<file path="config.mk">
export PLATFORM = sky130hd
export DESIGN_NAME = agc_top
export DESIGN_NICKNAME = d
export VERILOG_FILES = /design/src/logic/agc_pkg.sv /design/src/logic/agc_channel.sv /design/src/logic/agc_top.sv
export SDC_FILE = /design/constraint.sdc
export NUM_CORES = 1
export LEC_CHECK = 0
export BUFFER_PORTS_ARGS = -buffer_cell sky130_fd_sc_hd__clkbuf_2
export CAP_MARGIN = 20
export CORE_MARGIN = 2
export CORE_UTILIZATION = 34
export CTS_CLUSTER_DIAMETER = 150
export DETAILED_ROUTE_END_ITERATION = 8
export RECOVER_POWER = 25
export SYNTH_ARGS = -nofsm -noshare
export SYNTH_HDL_FRONTEND = slang
export SYNTH_SLANG_ARGS = --single-unit
</file>
<file path="constraint.sdc">
create_clock -name clk_sys_in -period 33.8 [get_ports clk_sys_in]
set_clock_uncertainty 0.2 [all_clocks]
set_input_delay 8.45 -clock clk_sys_in [delete_from_list [all_inputs] [get_ports clk_sys_in]]
set_output_delay 8.45 -clock clk_sys_in [all_outputs]
set_load 0.03 [all_outputs]
</file>
<file path="src/logic/agc_pkg.sv">
// constants for the adc gain control block
`default_nettype none
package agc_pkg;
  // ------------------------------------------------------------------
  // control word and register map
  // ------------------------------------------------------------------
  localparam int ADDR_HI = 15;
  localparam int ADDR_LO = 9;
  localparam int DATA_W  = 9;
  localparam logic [6:0] OFF_LEFT_GAIN  = 7'h0e;
  localparam logic [6:0] OFF_RIGHT_GAIN = 7'h0f;
  localparam logic [6:0] OFF_CFG_ONE    = 7'h10;
  localparam logic [6:0] OFF_CFG_TWO    = 7'h11;
  localparam logic [6:0] OFF_TIMING     = 7'h12;
  localparam logic [6:0] OFF_ATTEN_CAP  = 7'h14;
  localparam logic [6:0] OFF_SOFT_RESET = 7'h17;
  localparam logic [8:0] RST_LEFT_GAIN  = 9'h0cf;
  localparam logic [8:0] RST_RIGHT_GAIN = 9'h0cf;
  localparam logic [8:0] RST_CFG_ONE    = 9'h1fe;
  localparam logic [8:0] RST_CFG_TWO    = 9'h180;
  localparam logic [8:0] RST_TIMING     = 9'h092;
  localparam logic [8:0] RST_ATTEN_CAP  = 9'h006;
  // ------------------------------------------------------------------
  // field positions
  // ------------------------------------------------------------------
  localparam int SEL_HI = 8;
  localparam int SEL_LO = 7;
  localparam int CEIL_HI = 6;
  localparam int CEIL_LO = 4;
  localparam int LVL_HI = 3;
  localparam int LVL_LO = 0;
  localparam int MODE_BIT = 8;
  localparam int ZC_BIT = 7;
  localparam int DCY_HI = 7;
  localparam int DCY_LO = 4;
  localparam int ATK_HI = 3;
  localparam int ATK_LO = 0;
  localparam int FLOOR_HI = 3;
  localparam int FLOOR_LO = 0;
  localparam int CODE_HI = 7;
  // ------------------------------------------------------------------
  // gain code scale (0.5 dB per code)
  // ------------------------------------------------------------------
  localparam logic [7:0] CODE_MIN_PGA = 8'ha5;
  localparam logic [7:0] CODE_MAX_PGA = 8'hff;
  localparam logic [7:0] CODE_0DB     = 8'hcf;
  localparam logic [7:0] CEIL_STEP    = 8'h08;
  localparam logic [3:0] LVL_CLAMP_ALC = 4'hd;
  localparam logic [3:0] TIME_SAT      = 4'h9;
  localparam logic [3:0] FLOOR_MIN     = 4'h3;
  localparam logic [1:0] SEL_RIGHT = 2'b01;
  localparam logic [1:0] SEL_LEFT  = 2'b10;
  // ------------------------------------------------------------------
  // timing (ns) and step intervals at 40 MHz
  // ------------------------------------------------------------------
  localparam int CLK_NS = 25;
  localparam longint ATK_ALC_NS = 8400000;
  localparam longint ATK_LIM_NS = 250000;
  localparam longint DCY_ALC_NS = 33600000;
  localparam longint DCY_LIM_NS = 1200000;
  localparam int ALC_SPAN_STEPS = 82;
  localparam int LIM_SPAN_STEPS = 12;
  localparam int ZC_TIMEOUT_CYC = 131072;
  localparam int ATK_ALC_STEP = int'(ATK_ALC_NS / (CLK_NS * ALC_SPAN_STEPS));
  localparam int ATK_LIM_STEP = int'(ATK_LIM_NS / (CLK_NS * LIM_SPAN_STEPS));
  localparam int DCY_ALC_STEP = int'(DCY_ALC_NS / (CLK_NS * ALC_SPAN_STEPS));
  localparam int DCY_LIM_STEP = int'(DCY_LIM_NS / (CLK_NS * LIM_SPAN_STEPS));
  localparam int TICK_W = 36;

  typedef enum logic [1:0] {
    AGC_HOLD = 2'b00,
    AGC_DOWN = 2'b01,
    AGC_UP   = 2'b10
  } agc_dir_type;
endpackage
`default_nettype wire

</file>
<file path="src/logic/agc_channel.sv">
// one channel of gain stepping with zero-cross gating
`timescale 1ns/10ps
`default_nettype none
module agc_channel #(
  parameter int TICK_W  = 36,
  parameter int TO_CYC  = 131072
) (
  input  wire logic              clk_sys_in,     // system clock
  input  wire logic              resetn_in,      // async reset, low
  input  wire logic              active_in,      // channel under control
  input  wire logic              alc_in,         // 1 = alc, 0 = limiter
  input  wire agc_pkg::agc_dir_type dir_in,      // wanted direction
  input  wire logic [TICK_W-1:0] interval_in,    // one less than cycles per step
  input  wire logic [7:0]        static_in,      // software gain code
  input  wire logic [7:0]        hi_in,          // upper bound
  input  wire logic [7:0]        lo_in,          // lower bound
  input  wire logic              zc_gate_in,     // wait for zero cross
  input  wire logic              zc_in,          // zero cross seen
  input  wire logic              to_dis_in,      // timeout disabled
  output logic [7:0]             gain_out        // applied gain code
);
  import agc_pkg::*;

  logic [7:0]        gain_r, gain_nxt, pend_r, pend_nxt;
  logic [TICK_W-1:0] tick_r, tick_nxt;
  logic [17:0]       to_r, to_nxt;
  logic              active_q_r;

  always_comb begin
    gain_nxt = gain_r;
    pend_nxt = pend_r;
    tick_nxt = tick_r;
    to_nxt   = to_r;
    if (!active_in) begin
      tick_nxt = '0;
      to_nxt   = '0;
      pend_nxt = gain_r;
    end else begin
      if (dir_in == AGC_HOLD || tick_r >= interval_in) begin
        tick_nxt = '0;
      end else begin
        tick_nxt = tick_r + 1'b1;
      end
      if (tick_r >= interval_in) begin
        if (dir_in == AGC_DOWN && pend_r > lo_in) begin
          pend_nxt = pend_r - 8'h01;
        end else if (dir_in == AGC_UP && pend_r < hi_in) begin
          pend_nxt = pend_r + 8'h01;
        end
      end
      if (pend_nxt > hi_in) begin
        pend_nxt = hi_in;
      end
      if (pend_nxt < lo_in) begin
        pend_nxt = lo_in;
      end
      if (!(alc_in && zc_gate_in)) begin
        gain_nxt = pend_nxt;
        to_nxt   = '0;
      end else if (pend_r != gain_r) begin
        if (zc_in || (!to_dis_in && to_r >= 18'(TO_CYC - 1))) begin
          gain_nxt = pend_r;
          to_nxt   = '0;
        end else begin
          to_nxt = to_r + 18'h00001;
        end
      end else begin
        to_nxt = '0;
      end
    end
  end

  // static code loaded when control takes over
  always_ff @(posedge clk_sys_in or negedge resetn_in) begin
    if (!resetn_in) begin
      gain_r     <= CODE_0DB;
      pend_r     <= CODE_0DB;
      tick_r     <= '0;
      to_r       <= '0;
      active_q_r <= 1'b0;
    end else begin
      active_q_r <= active_in;
      tick_r     <= tick_nxt;
      to_r       <= to_nxt;
      if (active_in && !active_q_r) begin
        gain_r <= static_in;
        pend_r <= static_in;
      end else begin
        gain_r <= gain_nxt;
        pend_r <= pend_nxt;
      end
    end
  end

  // static shown in the load cycle, else a stale code leaks out once
  assign gain_out = (active_in && !active_q_r) ? static_in : gain_r;
endmodule
`default_nettype wire

</file>
<file path="src/logic/agc_top.sv">
// limiter / alc gain control with its register file
//
// Operation
// - limiter: peak above threshold steps pga gain down at attack rate
// - limiter: peak below threshold steps gain back up at decay rate
// - limiter never raises gain above the programmed static gain
// - alc: gain moves up or down to hold peak at target
// - function select bit: 0 alc, 1 limiter, reset 1
// - channel select: 00 off, 01 right, 10 left, 11 both
// - uncontrolled channel uses its own gain register
// - level field: 1.5 dB steps, -22.5 to 0 dB FS, reset 1110
// - alc targets -1.5 or 0 dB act as -3 dB
// - when disabled last gain holds; software sets fixed gain
// - decay is ramp-up time: 90% range alc, 6 dB limiter
// - attack is ramp-down time: 90% range alc, 6 dB limiter
// - attack doubles per code, saturating at code 1010
// - decay doubles per code, saturating at code 1010
// - alc zero-cross enable gates gain changes, reset 1
// - gain ceiling field caps alc gain, 4 dB steps, not limiter
// - attenuation floor caps limiter cut below static, not alc
// - any write to soft reset address restores register defaults
// - gain codes span +24 to -21 dB in 0.5 dB steps
// - pending zero-cross update forced after 131072 cycles
`timescale 1ns/10ps
`default_nettype none
module agc_top #(
  parameter int TO_CYC = agc_pkg::ZC_TIMEOUT_CYC
) (
  input  wire logic        clk_sys_in,       // 40 mhz system clock
  input  wire logic        resetn_in,        // async reset, low
  input  wire logic [15:0] ctrl_word_in,     // control word
  input  wire logic        ctrl_strobe_in,   // one-cycle write strobe
  input  wire logic [23:0] peak_left_in,     // left adc peak magnitude
  input  wire logic [23:0] peak_right_in,    // right adc peak magnitude
  input  wire logic        zc_left_in,       // left zero cross pulse
  input  wire logic        zc_right_in,      // right zero cross pulse
  input  wire logic        to_dis_in,        // zero-cross timeout off
  output logic [7:0]       left_gain_code_out,  // left pga gain code
  output logic [7:0]       right_gain_code_out, // right pga gain code
  output logic [8:0]       cfg_one_out,      // config one readback
  output logic [8:0]       cfg_two_out       // config two readback
);
  import agc_pkg::*;

  // ----------------------------------------------------------------
  // register file
  // ----------------------------------------------------------------
  logic [8:0] lgain_r, rgain_r, cfg1_r, cfg2_r, tim_r, cap_r;
  logic [8:0] lgain_nxt, rgain_nxt, cfg1_nxt, cfg2_nxt, tim_nxt, cap_nxt;
  logic [6:0] addr;
  logic [8:0] wdata;

  assign addr  = ctrl_word_in[ADDR_HI:ADDR_LO];
  assign wdata = ctrl_word_in[DATA_W-1:0];

  always_comb begin
    lgain_nxt = lgain_r;
    rgain_nxt = rgain_r;
    cfg1_nxt  = cfg1_r;
    cfg2_nxt  = cfg2_r;
    tim_nxt   = tim_r;
    cap_nxt   = cap_r;
    if (ctrl_strobe_in) begin
      case (addr)
        OFF_LEFT_GAIN:  lgain_nxt = wdata;
        OFF_RIGHT_GAIN: rgain_nxt = wdata;
        OFF_CFG_ONE:    cfg1_nxt  = wdata;
        OFF_CFG_TWO:    cfg2_nxt  = wdata;
        OFF_TIMING:     tim_nxt   = wdata;
        OFF_ATTEN_CAP:  cap_nxt   = wdata;
        OFF_SOFT_RESET: begin
          lgain_nxt = RST_LEFT_GAIN;
          rgain_nxt = RST_RIGHT_GAIN;
          cfg1_nxt  = RST_CFG_ONE;
          cfg2_nxt  = RST_CFG_TWO;
          tim_nxt   = RST_TIMING;
          cap_nxt   = RST_ATTEN_CAP;
        end
        default: begin
        end
      endcase
    end
  end

  always_ff @(posedge clk_sys_in or negedge resetn_in) begin
    if (!resetn_in) begin
      lgain_r <= RST_LEFT_GAIN;
      rgain_r <= RST_RIGHT_GAIN;
      cfg1_r  <= RST_CFG_ONE;
      cfg2_r  <= RST_CFG_TWO;
      tim_r   <= RST_TIMING;
      cap_r   <= RST_ATTEN_CAP;
    end else begin
      lgain_r <= lgain_nxt;
      rgain_r <= rgain_nxt;
      cfg1_r  <= cfg1_nxt;
      cfg2_r  <= cfg2_nxt;
      tim_r   <= tim_nxt;
      cap_r   <= cap_nxt;
    end
  end

  // ----------------------------------------------------------------
  // field decode
  // ----------------------------------------------------------------
  logic [1:0] gain_channel_select;
  logic [3:0] threshold_target_level, ramp_down_time, ramp_up_time;
  logic [3:0] attenuation_floor;
  logic [2:0] gain_ceiling;
  logic       gain_function_select, auto_zero_cross_enable, alc_mode;

  assign gain_channel_select    = cfg1_r[SEL_HI:SEL_LO];
  assign gain_ceiling           = cfg1_r[CEIL_HI:CEIL_LO];
  assign threshold_target_level = cfg1_r[LVL_HI:LVL_LO];
  assign gain_function_select   = cfg2_r[MODE_BIT];
  assign auto_zero_cross_enable = cfg2_r[ZC_BIT];
  assign ramp_up_time           = tim_r[DCY_HI:DCY_LO];
  assign ramp_down_time         = tim_r[ATK_HI:ATK_LO];
  assign attenuation_floor      = cap_r[FLOOR_HI:FLOOR_LO];
  assign alc_mode = ~gain_function_select;

  function automatic logic [TICK_W-1:0] step_interval(
    input int base, input logic [3:0] code);
    logic [3:0] c;
    c = (code > TIME_SAT) ? 4'(TIME_SAT + 4'h1) : code;
    return TICK_W'(base) << c;
  endfunction

  // peak threshold from level code, 1.5 dB per code
  function automatic logic [23:0] level_thresh(input logic [3:0] code);
    logic [23:0] t;
    t = 24'h7fffff;
    // approx: each 2 codes is 3 dB (halve per 4 codes = 6 dB)
    t = t >> ((4'hf - code) >> 2);
    if (code[1:0] != 2'b11) begin
      t = t - (t >> 2'd3) * 24'(2'd3 - code[1:0]);
    end
    return t;
  endfunction

  logic [3:0]        lvl_eff;
  logic [23:0]       thresh;
  logic [TICK_W-1:0] atk_int, dcy_int;

  always_comb begin
    lvl_eff = threshold_target_level;
    // clamp high alc targets to -3 dB
    if (alc_mode && lvl_eff > LVL_CLAMP_ALC) begin
      lvl_eff = LVL_CLAMP_ALC;
    end
  end

  assign thresh = level_thresh(lvl_eff);
  assign atk_int = alc_mode ? step_interval(ATK_ALC_STEP, ramp_down_time)
                            : step_interval(ATK_LIM_STEP, ramp_down_time);
  assign dcy_int = alc_mode ? step_interval(DCY_ALC_STEP, ramp_up_time)
                            : step_interval(DCY_LIM_STEP, ramp_up_time);

  // alc ceiling: 111 = +24 dB, 4 dB per code, 001/000 = 0 dB
  logic [7:0] ceil_code;
  always_comb begin
    if (gain_ceiling <= 3'b001) begin
      ceil_code = CODE_0DB;
    end else begin
      ceil_code = 8'(CODE_MAX_PGA - CEIL_STEP * 8'(3'b111 - gain_ceiling));
    end
  end

  // limiter floor below static, 2 codes per dB
  logic [7:0] floor_steps;
  assign floor_steps = (attenuation_floor <= FLOOR_MIN)
                     ? 8'h06 : 8'({attenuation_floor, 1'b0});

  function automatic logic [7:0] floor_code(input logic [7:0] st,
                                            input logic [7:0] steps);
    logic [8:0] d;
    d = {1'b0, st} - {1'b0, steps};
    return (d[8] || d[7:0] < CODE_MIN_PGA) ? CODE_MIN_PGA : d[7:0];
  endfunction

  // ----------------------------------------------------------------
  // per-channel direction and bounds
  // ----------------------------------------------------------------
  logic        act_l, act_r;
  agc_dir_type dir_l, dir_r;
  logic [7:0]  hi_l, hi_r, lo_l, lo_r, st_l, st_r;
  logic [TICK_W-1:0] int_l, int_r;
  logic [7:0]  g_l, g_r;

  assign act_l = gain_channel_select[1];
  assign act_r = gain_channel_select[0];
  assign st_l  = lgain_r[CODE_HI:0];
  assign st_r  = rgain_r[CODE_HI:0];

  function automatic agc_dir_type pick_dir(input logic [23:0] pk,
                                           input logic [23:0] th);
    return (pk > th) ? AGC_DOWN : AGC_UP;
  endfunction

  assign dir_l = pick_dir(peak_left_in, thresh);
  assign dir_r = pick_dir(peak_right_in, thresh);
  assign int_l = (dir_l == AGC_DOWN) ? atk_int : dcy_int;
  assign int_r = (dir_r == AGC_DOWN) ? atk_int : dcy_int;
  // limiter tops at static; alc within pga range
  assign hi_l = alc_mode ? ceil_code : st_l;
  assign hi_r = alc_mode ? ceil_code : st_r;
  assign lo_l = alc_mode ? CODE_MIN_PGA : floor_code(st_l, floor_steps);
  assign lo_r = alc_mode ? CODE_MIN_PGA : floor_code(st_r, floor_steps);

  agc_channel #(.TICK_W(TICK_W), .TO_CYC(TO_CYC)) u_left (
    .clk_sys_in  (clk_sys_in),
    .resetn_in   (resetn_in),
    .active_in   (act_l),
    .alc_in      (alc_mode),
    .dir_in      (dir_l),
    .interval_in (int_l),
    .static_in   (st_l),
    .hi_in       (hi_l),
    .lo_in       (lo_l),
    .zc_gate_in  (auto_zero_cross_enable),
    .zc_in       (zc_left_in),
    .to_dis_in   (to_dis_in),
    .gain_out    (g_l)
  );

  agc_channel #(.TICK_W(TICK_W), .TO_CYC(TO_CYC)) u_right (
    .clk_sys_in  (clk_sys_in),
    .resetn_in   (resetn_in),
    .active_in   (act_r),
    .alc_in      (alc_mode),
    .dir_in      (dir_r),
    .interval_in (int_r),
    .static_in   (st_r),
    .hi_in       (hi_r),
    .lo_in       (lo_r),
    .zc_gate_in  (auto_zero_cross_enable),
    .zc_in       (zc_right_in),
    .to_dis_in   (to_dis_in),
    .gain_out    (g_r)
  );

  // ----------------------------------------------------------------
  // outputs, all registered
  // ----------------------------------------------------------------
  logic [7:0] lout_r, rout_r, lout_nxt, rout_nxt;
  logic       act_l_q_r, act_r_q_r;

  always_comb begin
    // manual gain when not controlled; register write wins
    lout_nxt = act_l ? g_l : ((act_l_q_r && lgain_nxt == lgain_r)
                               ? lout_r : lgain_nxt[CODE_HI:0]);
    rout_nxt = act_r ? g_r : ((act_r_q_r && rgain_nxt == rgain_r)
                               ? rout_r : rgain_nxt[CODE_HI:0]);
  end

  always_ff @(posedge clk_sys_in or negedge resetn_in) begin
    if (!resetn_in) begin
      lout_r    <= CODE_0DB;
      rout_r    <= CODE_0DB;
      act_l_q_r <= 1'b1;
      act_r_q_r <= 1'b1;
    end else begin
      lout_r    <= lout_nxt;
      rout_r    <= rout_nxt;
      act_l_q_r <= act_l || (act_l_q_r && lgain_nxt == lgain_r);
      act_r_q_r <= act_r || (act_r_q_r && rgain_nxt == rgain_r);
    end
  end

  assign left_gain_code_out  = lout_r;
  assign right_gain_code_out = rout_r;
  assign cfg_one_out         = cfg1_r;
  assign cfg_two_out         = cfg2_r;
endmodule
`default_nettype wire

</file>
==> Word level (Yosys, flattened, before mapping) <==
Cells that the tools add are included.
{ "word_totals": {"register_bits": 208, "latch_bits": 0, "mem_bits_rw": 0, "rom_bits": 0, "input_bits": 70, "memories": 0} }
{ "classes": {"n_addsub": 15, "mul": 1, "n_div": 0, "n_lt_le_gt_ge": 21, "eq_ne": 22, "shift": 5, "n_mux": 72, "bitwise": 1, "reduce_logical": 37} }
{ "op_table": {"columns": ["operator", "n"], "rows": [
  ["$mux 8", 41],
  ["$mux 36", 8],
  ["$mux 18", 8],
  ["$add 36x1->36 const B", 2],
  ["$ge 36x36->1", 2],
  ["$pmux 9 s2", 4],
  ["$gt 24x24->1", 2],
  ["$add 18x1->18 const B", 2],
  ["$ge 18x17->1 const B", 2],
  ["$shl 10x4->36 const A", 1],
  ["$shl 12x4->36 const A", 1],
  ["$shl 13x4->36 const A", 1],
  ["$shl 15x4->36 const A", 1],
  ["$eq 7x5->1 const B", 5],
  ["$gt 8x8->1", 4],
  ["$lt 8x8->1", 4],
  ["$mul 22x3->24", 1],
  ["$mux 24", 1],
  ["$shr 23x2->24 const A", 1],
  ["$sub 24x24->24", 1],
  ["$eq 9x9->1", 2],
  ["$mux 9", 2],
  ["$sub 8x5->9", 2],
  ["$add 8x1->8 const B", 2],
  ["other kinds (29)", 74]
]} }

==> Depth between registers and ports, before layout <==
{ "depth": {"ltp_word": 24, "depth_mapped": 58, "mapped_depth_nobuf": 52} }

==> Hierarchy <==
Synthesis repeated with hierarchy kept, for this count alone.
{ "unflattened": {"hier_cells": 2244, "area_unflattened_um2": 18392.6} }
{ "modules_own_cells": {"columns": ["mod", "n_inst", "cells_per_inst", "area_per_inst_um2", "seq_area_each_um2"], "rows": [
  ["agc_top", 1, 869, 6840.3, 1702.9],
  ["agc_channel (u_right)", 1, 683, 5821.8, 1791.7],
  ["agc_channel (u_left)", 1, 692, 5730.5, 1791.7]
]} }

==> Least setup slack after synthesis <==
No wires, ideal clock.
{ "synth_timing": {"path_type": "in2reg", "from": "in peak_left_in[3]", "to": "reg u_left.gain_r[5]", "t_arrival_ps": 16576, "required_time_ps": 33481, "setup_slack_ps": 16905, "cell_stages": 41, "path_cell_list": "ha_1 nand3_1 or2_2 a31oi_1 o221ai_1 a32oi_1 a21oi_1 buf_2 nor2_2 clkbuf_1 a21oi_1 ha_1 nand4_1 or4_1 or4_1 a31oi_1 a211oi_1 or3b_2 [5 not listed] o21a_1 o21ai_0 nand3b_1 and2_1 clkbuf_1 or3_1 mux2_2 o211ai_1 ha_1 nand4_1 nor2_1 nor3_1 nand2_1 nor3_1 a22oi_4 buf_4 o211a_1 o21a_1"} }
{ "synth_between": {"elab_chain_len": 16} }
{ "synth_rtl": {"columns": ["element", "line_no", "source"], "rows": [
  ["start, declared", "agc_top.sv:33", "input wire logic [23:0] peak_left_in,"],
  ["$gt 24x24->1 (*)", "agc_top.sv:197", "return (pk > th) ? AGC_DOWN : AGC_UP;"],
  ["$mux 2 (*)", "agc_top.sv:197", null],
  ["parallel branches: the longest is 4 deep, another holds $ge 36x36->1", null, null],
  ["$mux 8 (*)", "agc_channel.sv:44", "if (tick_r >= interval_in) begin"],
  ["$mux 8 (*)", "agc_channel.sv:34", "if (!active_in) begin"],
  ["$gt 8x8->1", "agc_channel.sv:51", "if (pend_nxt > hi_in) begin"],
  ["$mux 8 (*)", "agc_channel.sv:51", null],
  ["$mux 8 (*)", "agc_channel.sv:34", null],
  ["$lt 8x8->1", "agc_channel.sv:54", "if (pend_nxt < lo_in) begin"],
  ["$mux 8 (*)", "agc_channel.sv:54", null],
  ["$mux 8 (*)", "agc_channel.sv:57", "if (!(alc_in && zc_gate_in)) begin"],
  ["$mux 8 (*)", "agc_channel.sv:34", null],
  ["$mux 8 (*)", "agc_channel.sv:85", "if (active_in && !active_q_r) begin"],
  ["end signal, assigned", "agc_channel.sv:86", "gain_r <= static_in;"],
  ["end signal, assigned", "agc_channel.sv:89", "gain_r <= gain_nxt;"],
  ["end, declared", "agc_channel.sv:24", "logic [7:0] gain_r, gain_nxt, pend_r, pend_nxt;"]
]} }
Every way passes the cells marked *. The select of a mux whose other input is x is not followed.
A chain may end at the register's enable or synchronous reset.

==> Worst setup path in the final report <==
{ "layout_timing": {"from": "in peak_left_in[18]", "to": "reg u_left.pend_r[6]"} }
{ "layout_between": {"elab_chain_len": 15} }
{ "layout_rtl": {"columns": ["element", "line_no", "source"], "rows": [
  ["$gt 24x24->1 (*)", "agc_top.sv:197", null],
  ["$mux 2 (*)", "agc_top.sv:197", null],
  ["parallel branches: the longest is 4 deep, another holds $ge 36x36->1", null, null],
  ["$mux 8 (*)", "agc_channel.sv:44", null],
  ["$mux 8 (*)", "agc_channel.sv:34", null],
  ["$gt 8x8->1", "agc_channel.sv:51", null],
  ["$mux 8 (*)", "agc_channel.sv:51", null],
  ["$mux 8 (*)", "agc_channel.sv:34", null],
  ["$lt 8x8->1", "agc_channel.sv:54", null],
  ["$mux 8 (*)", "agc_channel.sv:54", null],
  ["$mux 8 (*)", "agc_channel.sv:34", null],
  ["$mux 8 (*)", "agc_channel.sv:85", null],
  ["end signal, assigned", "agc_channel.sv:87", "pend_r <= static_in;"],
  ["end signal, assigned", "agc_channel.sv:90", "pend_r <= pend_nxt;"],
  ["end, declared", "agc_channel.sv:24", null]
]} }
Marked as above.

==> run metrics <==
Initial Utilization 0.3443; largest net degree at the start of global routing between 70 and 80; Worst EP required 34.03 ns; Worst Path Max Fanout 24; Leakage 8.655 nW; H-tree depth 1; arrival time at the worst endpoint between 15 and 20 ns; worst slew pin tran 3.597 ns; Final TNS setup 0 ns; clock slew at reported path FFs around 0.060 ns; worst r2r src cfg_two_out[8]; post-synthesis mux area share 0.03691; pwr dens 76.66 nW/um^2; WL/cell roughly 18 um; RSZ-0062 raised after global routing no; post-layout min period around 18 ns; GRT Total Usage 0.1936; Post-synth top cells 266 x nor2_1, 191 x ha_1, 181 x nand2_1; Post-Synth Simple-Gate Area 0.2244; I/O Pins 104; synthesis warning total 0; drt drc 0; Initial DRC Count about 1500; DRT Wirelength between 50000 and 60000 um; Max Cap Viol 4; initial antenna violation count 0; Synth Area in Compound Gates 0.2007; postcts setup bufs 0; post-CTS resize count 0; Startpoint Class input pin; vias in the first global route ~16000; Sink Count between 200 and 250; max-slew violations between 200 and 250; Core ar. around 51000 sq um; Post-DRT Antenna Nets 0; sequential area share after synthesis 0.2993; failing checks max-capacitance violations, max-slew violations; synthesized area per cell 8.362 sq um; die area between 50000 and 60000 sq um; worst setup path class in2reg; Syn Inst Count about 2100; final-layout fill cell count approximately 5300; n_diodes 0; hold buffers post-CTS 0; CTS tree yes; Worst Hold Class reg2reg; cell mode on critical path ha_1; post-synthesis xor/xnor area fraction 0.06001; Final Worst Setup Slack roughly 16 ns; vias between 15000 and 20000; std cell rows 83; Top delay family on crit path simple AND/OR/NAND/NOR gates; Max VDD drop between 0.06 and 0.07 mV; share of cells above drive strength 1 0.1332; CP max-delay cell nand2_1; Post-synth ARST share 1.000; Yosys cell types between 100 and 150; HP Start u_left.to_r[0]; grt ovf 0; CP bufs+invs 1; CTS Buffer Depth 3; number of nets in the layout ~2500; RR Endpoint u_left.pend_r[6]; final setup vio count 0; Primary FF master, synth dfrtp_1; CTS buffer count 25; die width between 200 and 250 um; drt pass-1 iters 6; Via density around 5.6; mapped cell area 17660 sq um; Synth Area in Adders 0.1387; slowest cell delay on critical path between 0.6 and 0.7 ns; number of synthesized flops with an enable pin 0; status complete, but fails checks; post-synth top area cell dfrtp_1; dpl ws 15.30 ns; PortBufs between 100 and 150; Worst Hold Endpoint u_left.to_r[0]; post-synth top area share 0.2026; Synth Register Bits between 200 and 250; Fin. Hold Viols 0; Slew HR -1.398; Min-Delay Path Depth 1; synthesis-to-layout area growth 11.52%; hpwl dp roughly 40000 um; Tcrit/Tclk final 0.5381; Die Y about 230 um; clk root buf clkbuf_16; routability cong. 0.9365; flop2flop setup slack 20.60 ns; first-pass GRT wire length 84930 um; top-count cell post-synth nor2_1; main combinational cell family by area after synthesis simple AND/OR/NAND/NOR gates; clk_lat worst skew roughly 0.54 ns; top area cells in the synthesized netlist dfrtp_1 20%, ha_1 14%, dfstp_2 9.7%; Crit. End Element flop; maximum clock frequency ~55 MHz; reg2reg path depth 49
==> how the worst max path moves through the flow <==
stage | end | slack [ns] | start | cells past startpoint
after floorplan | u_left.gain_r[5] | 16.91 | peak_left_in[3] | 41
after global placement | u_left.pend_r[6] | 15.50 | peak_left_in[18] | 38
after detailed placement | u_left.pend_r[6] | 15.30 | peak_left_in[18] | 38
after CTS | u_left.pend_r[6] | 15.83 | peak_left_in[18] | 38
after global routing | u_left.pend_r[6] | 14.90 | peak_left_in[18] | 38
final | u_left.pend_r[6] | 15.61 | peak_left_in[18] | 38
==> per-stage QoR <==
stage	utilization	instances	power, W	hold WS, ns	instance area (sq um)
floorplan	-	2136	0.0009908	0.1955	17750
global placement	0.3666	2838	0.001196	0.2694	18810
detailed placement	0.3666	2838	0.001213	0.2774	18810
CTS	0.3834	2883	0.001503	0.2852	19670
global route	0.3839	2887	0.001624	0.3143	19700
finish	0.3839	2887	0.001510	0.2846	19700
==> power breakdown <==
part           total (W)  internal, W  switching [W]
Clock           0.000281     0.000169       0.000112
Combinational   0.000844     0.000323       0.000521
Sequential      0.000385     0.000306      0.0000785
Total            0.00151     0.000798       0.000711
==> sequential cells by signal, indices dropped and copies added, names as in the netlist, 4 cells and up <==
name,count
u_left.tick_r,36
u_right.tick_r,36
u_left.to_r,18
u_right.to_r,18
cfg_one_out,9
cfg_two_out,9
lgain_r,9
rgain_r,9
left_gain_code_out,8
right_gain_code_out,8
tim_r,8
u_left.gain_r,8
u_left.pend_r,8
u_right.gain_r,8
u_right.pend_r,8
cap_r,4
==> cells in the final DEF (no fill, tap or decap), types with 76 or more instances in the layout <==
| cell | n |
|---|---|
| a21oi_1 | 151 |
| clkbuf_2 | 102 |
| dfrtp_1 | 143 |
| ha_1 | 191 |
| inv_1 | 76 |
| nand2_1 | 181 |
| nand3_1 | 86 |
| nor2_1 | 266 |
| o21ai_0 | 116 |
| xor2_1 | 79 |
==> logic make-up (layout without fill, tap and decap cells) <==
family          after synthesis  count (layout)
mux                          63              63
flops                       208             208
other cells                   2              26
simple gates                825             825
xor+xnor                    121             121
fa+ha+maj                   194             194
buf+inv                     168             239
compound gates              531             531
==> layer usage <==
layer	vias up	routed length (um)	global-route usage
li1	7800	-	-
met1	7880	24430	0.2710
met2	508	24120	0.3144
met3	78	2996	0.02321
met4	0	1245	0.05148
met5	-	0	0
==> layout make-up <==
type                    instances  area, sq um  area share
flip-flops and latches        208         5286      0.2684
repair buffers                118        634.4     0.03221
well taps                     680        850.8     0.04320
clock buffers                  35        744.5     0.03780
inverters                      76        285.3     0.01448
clock inverters                10        116.4    0.005908
multi-input cells            1760        11780      0.5980
(Power assumes the default switching activity.)
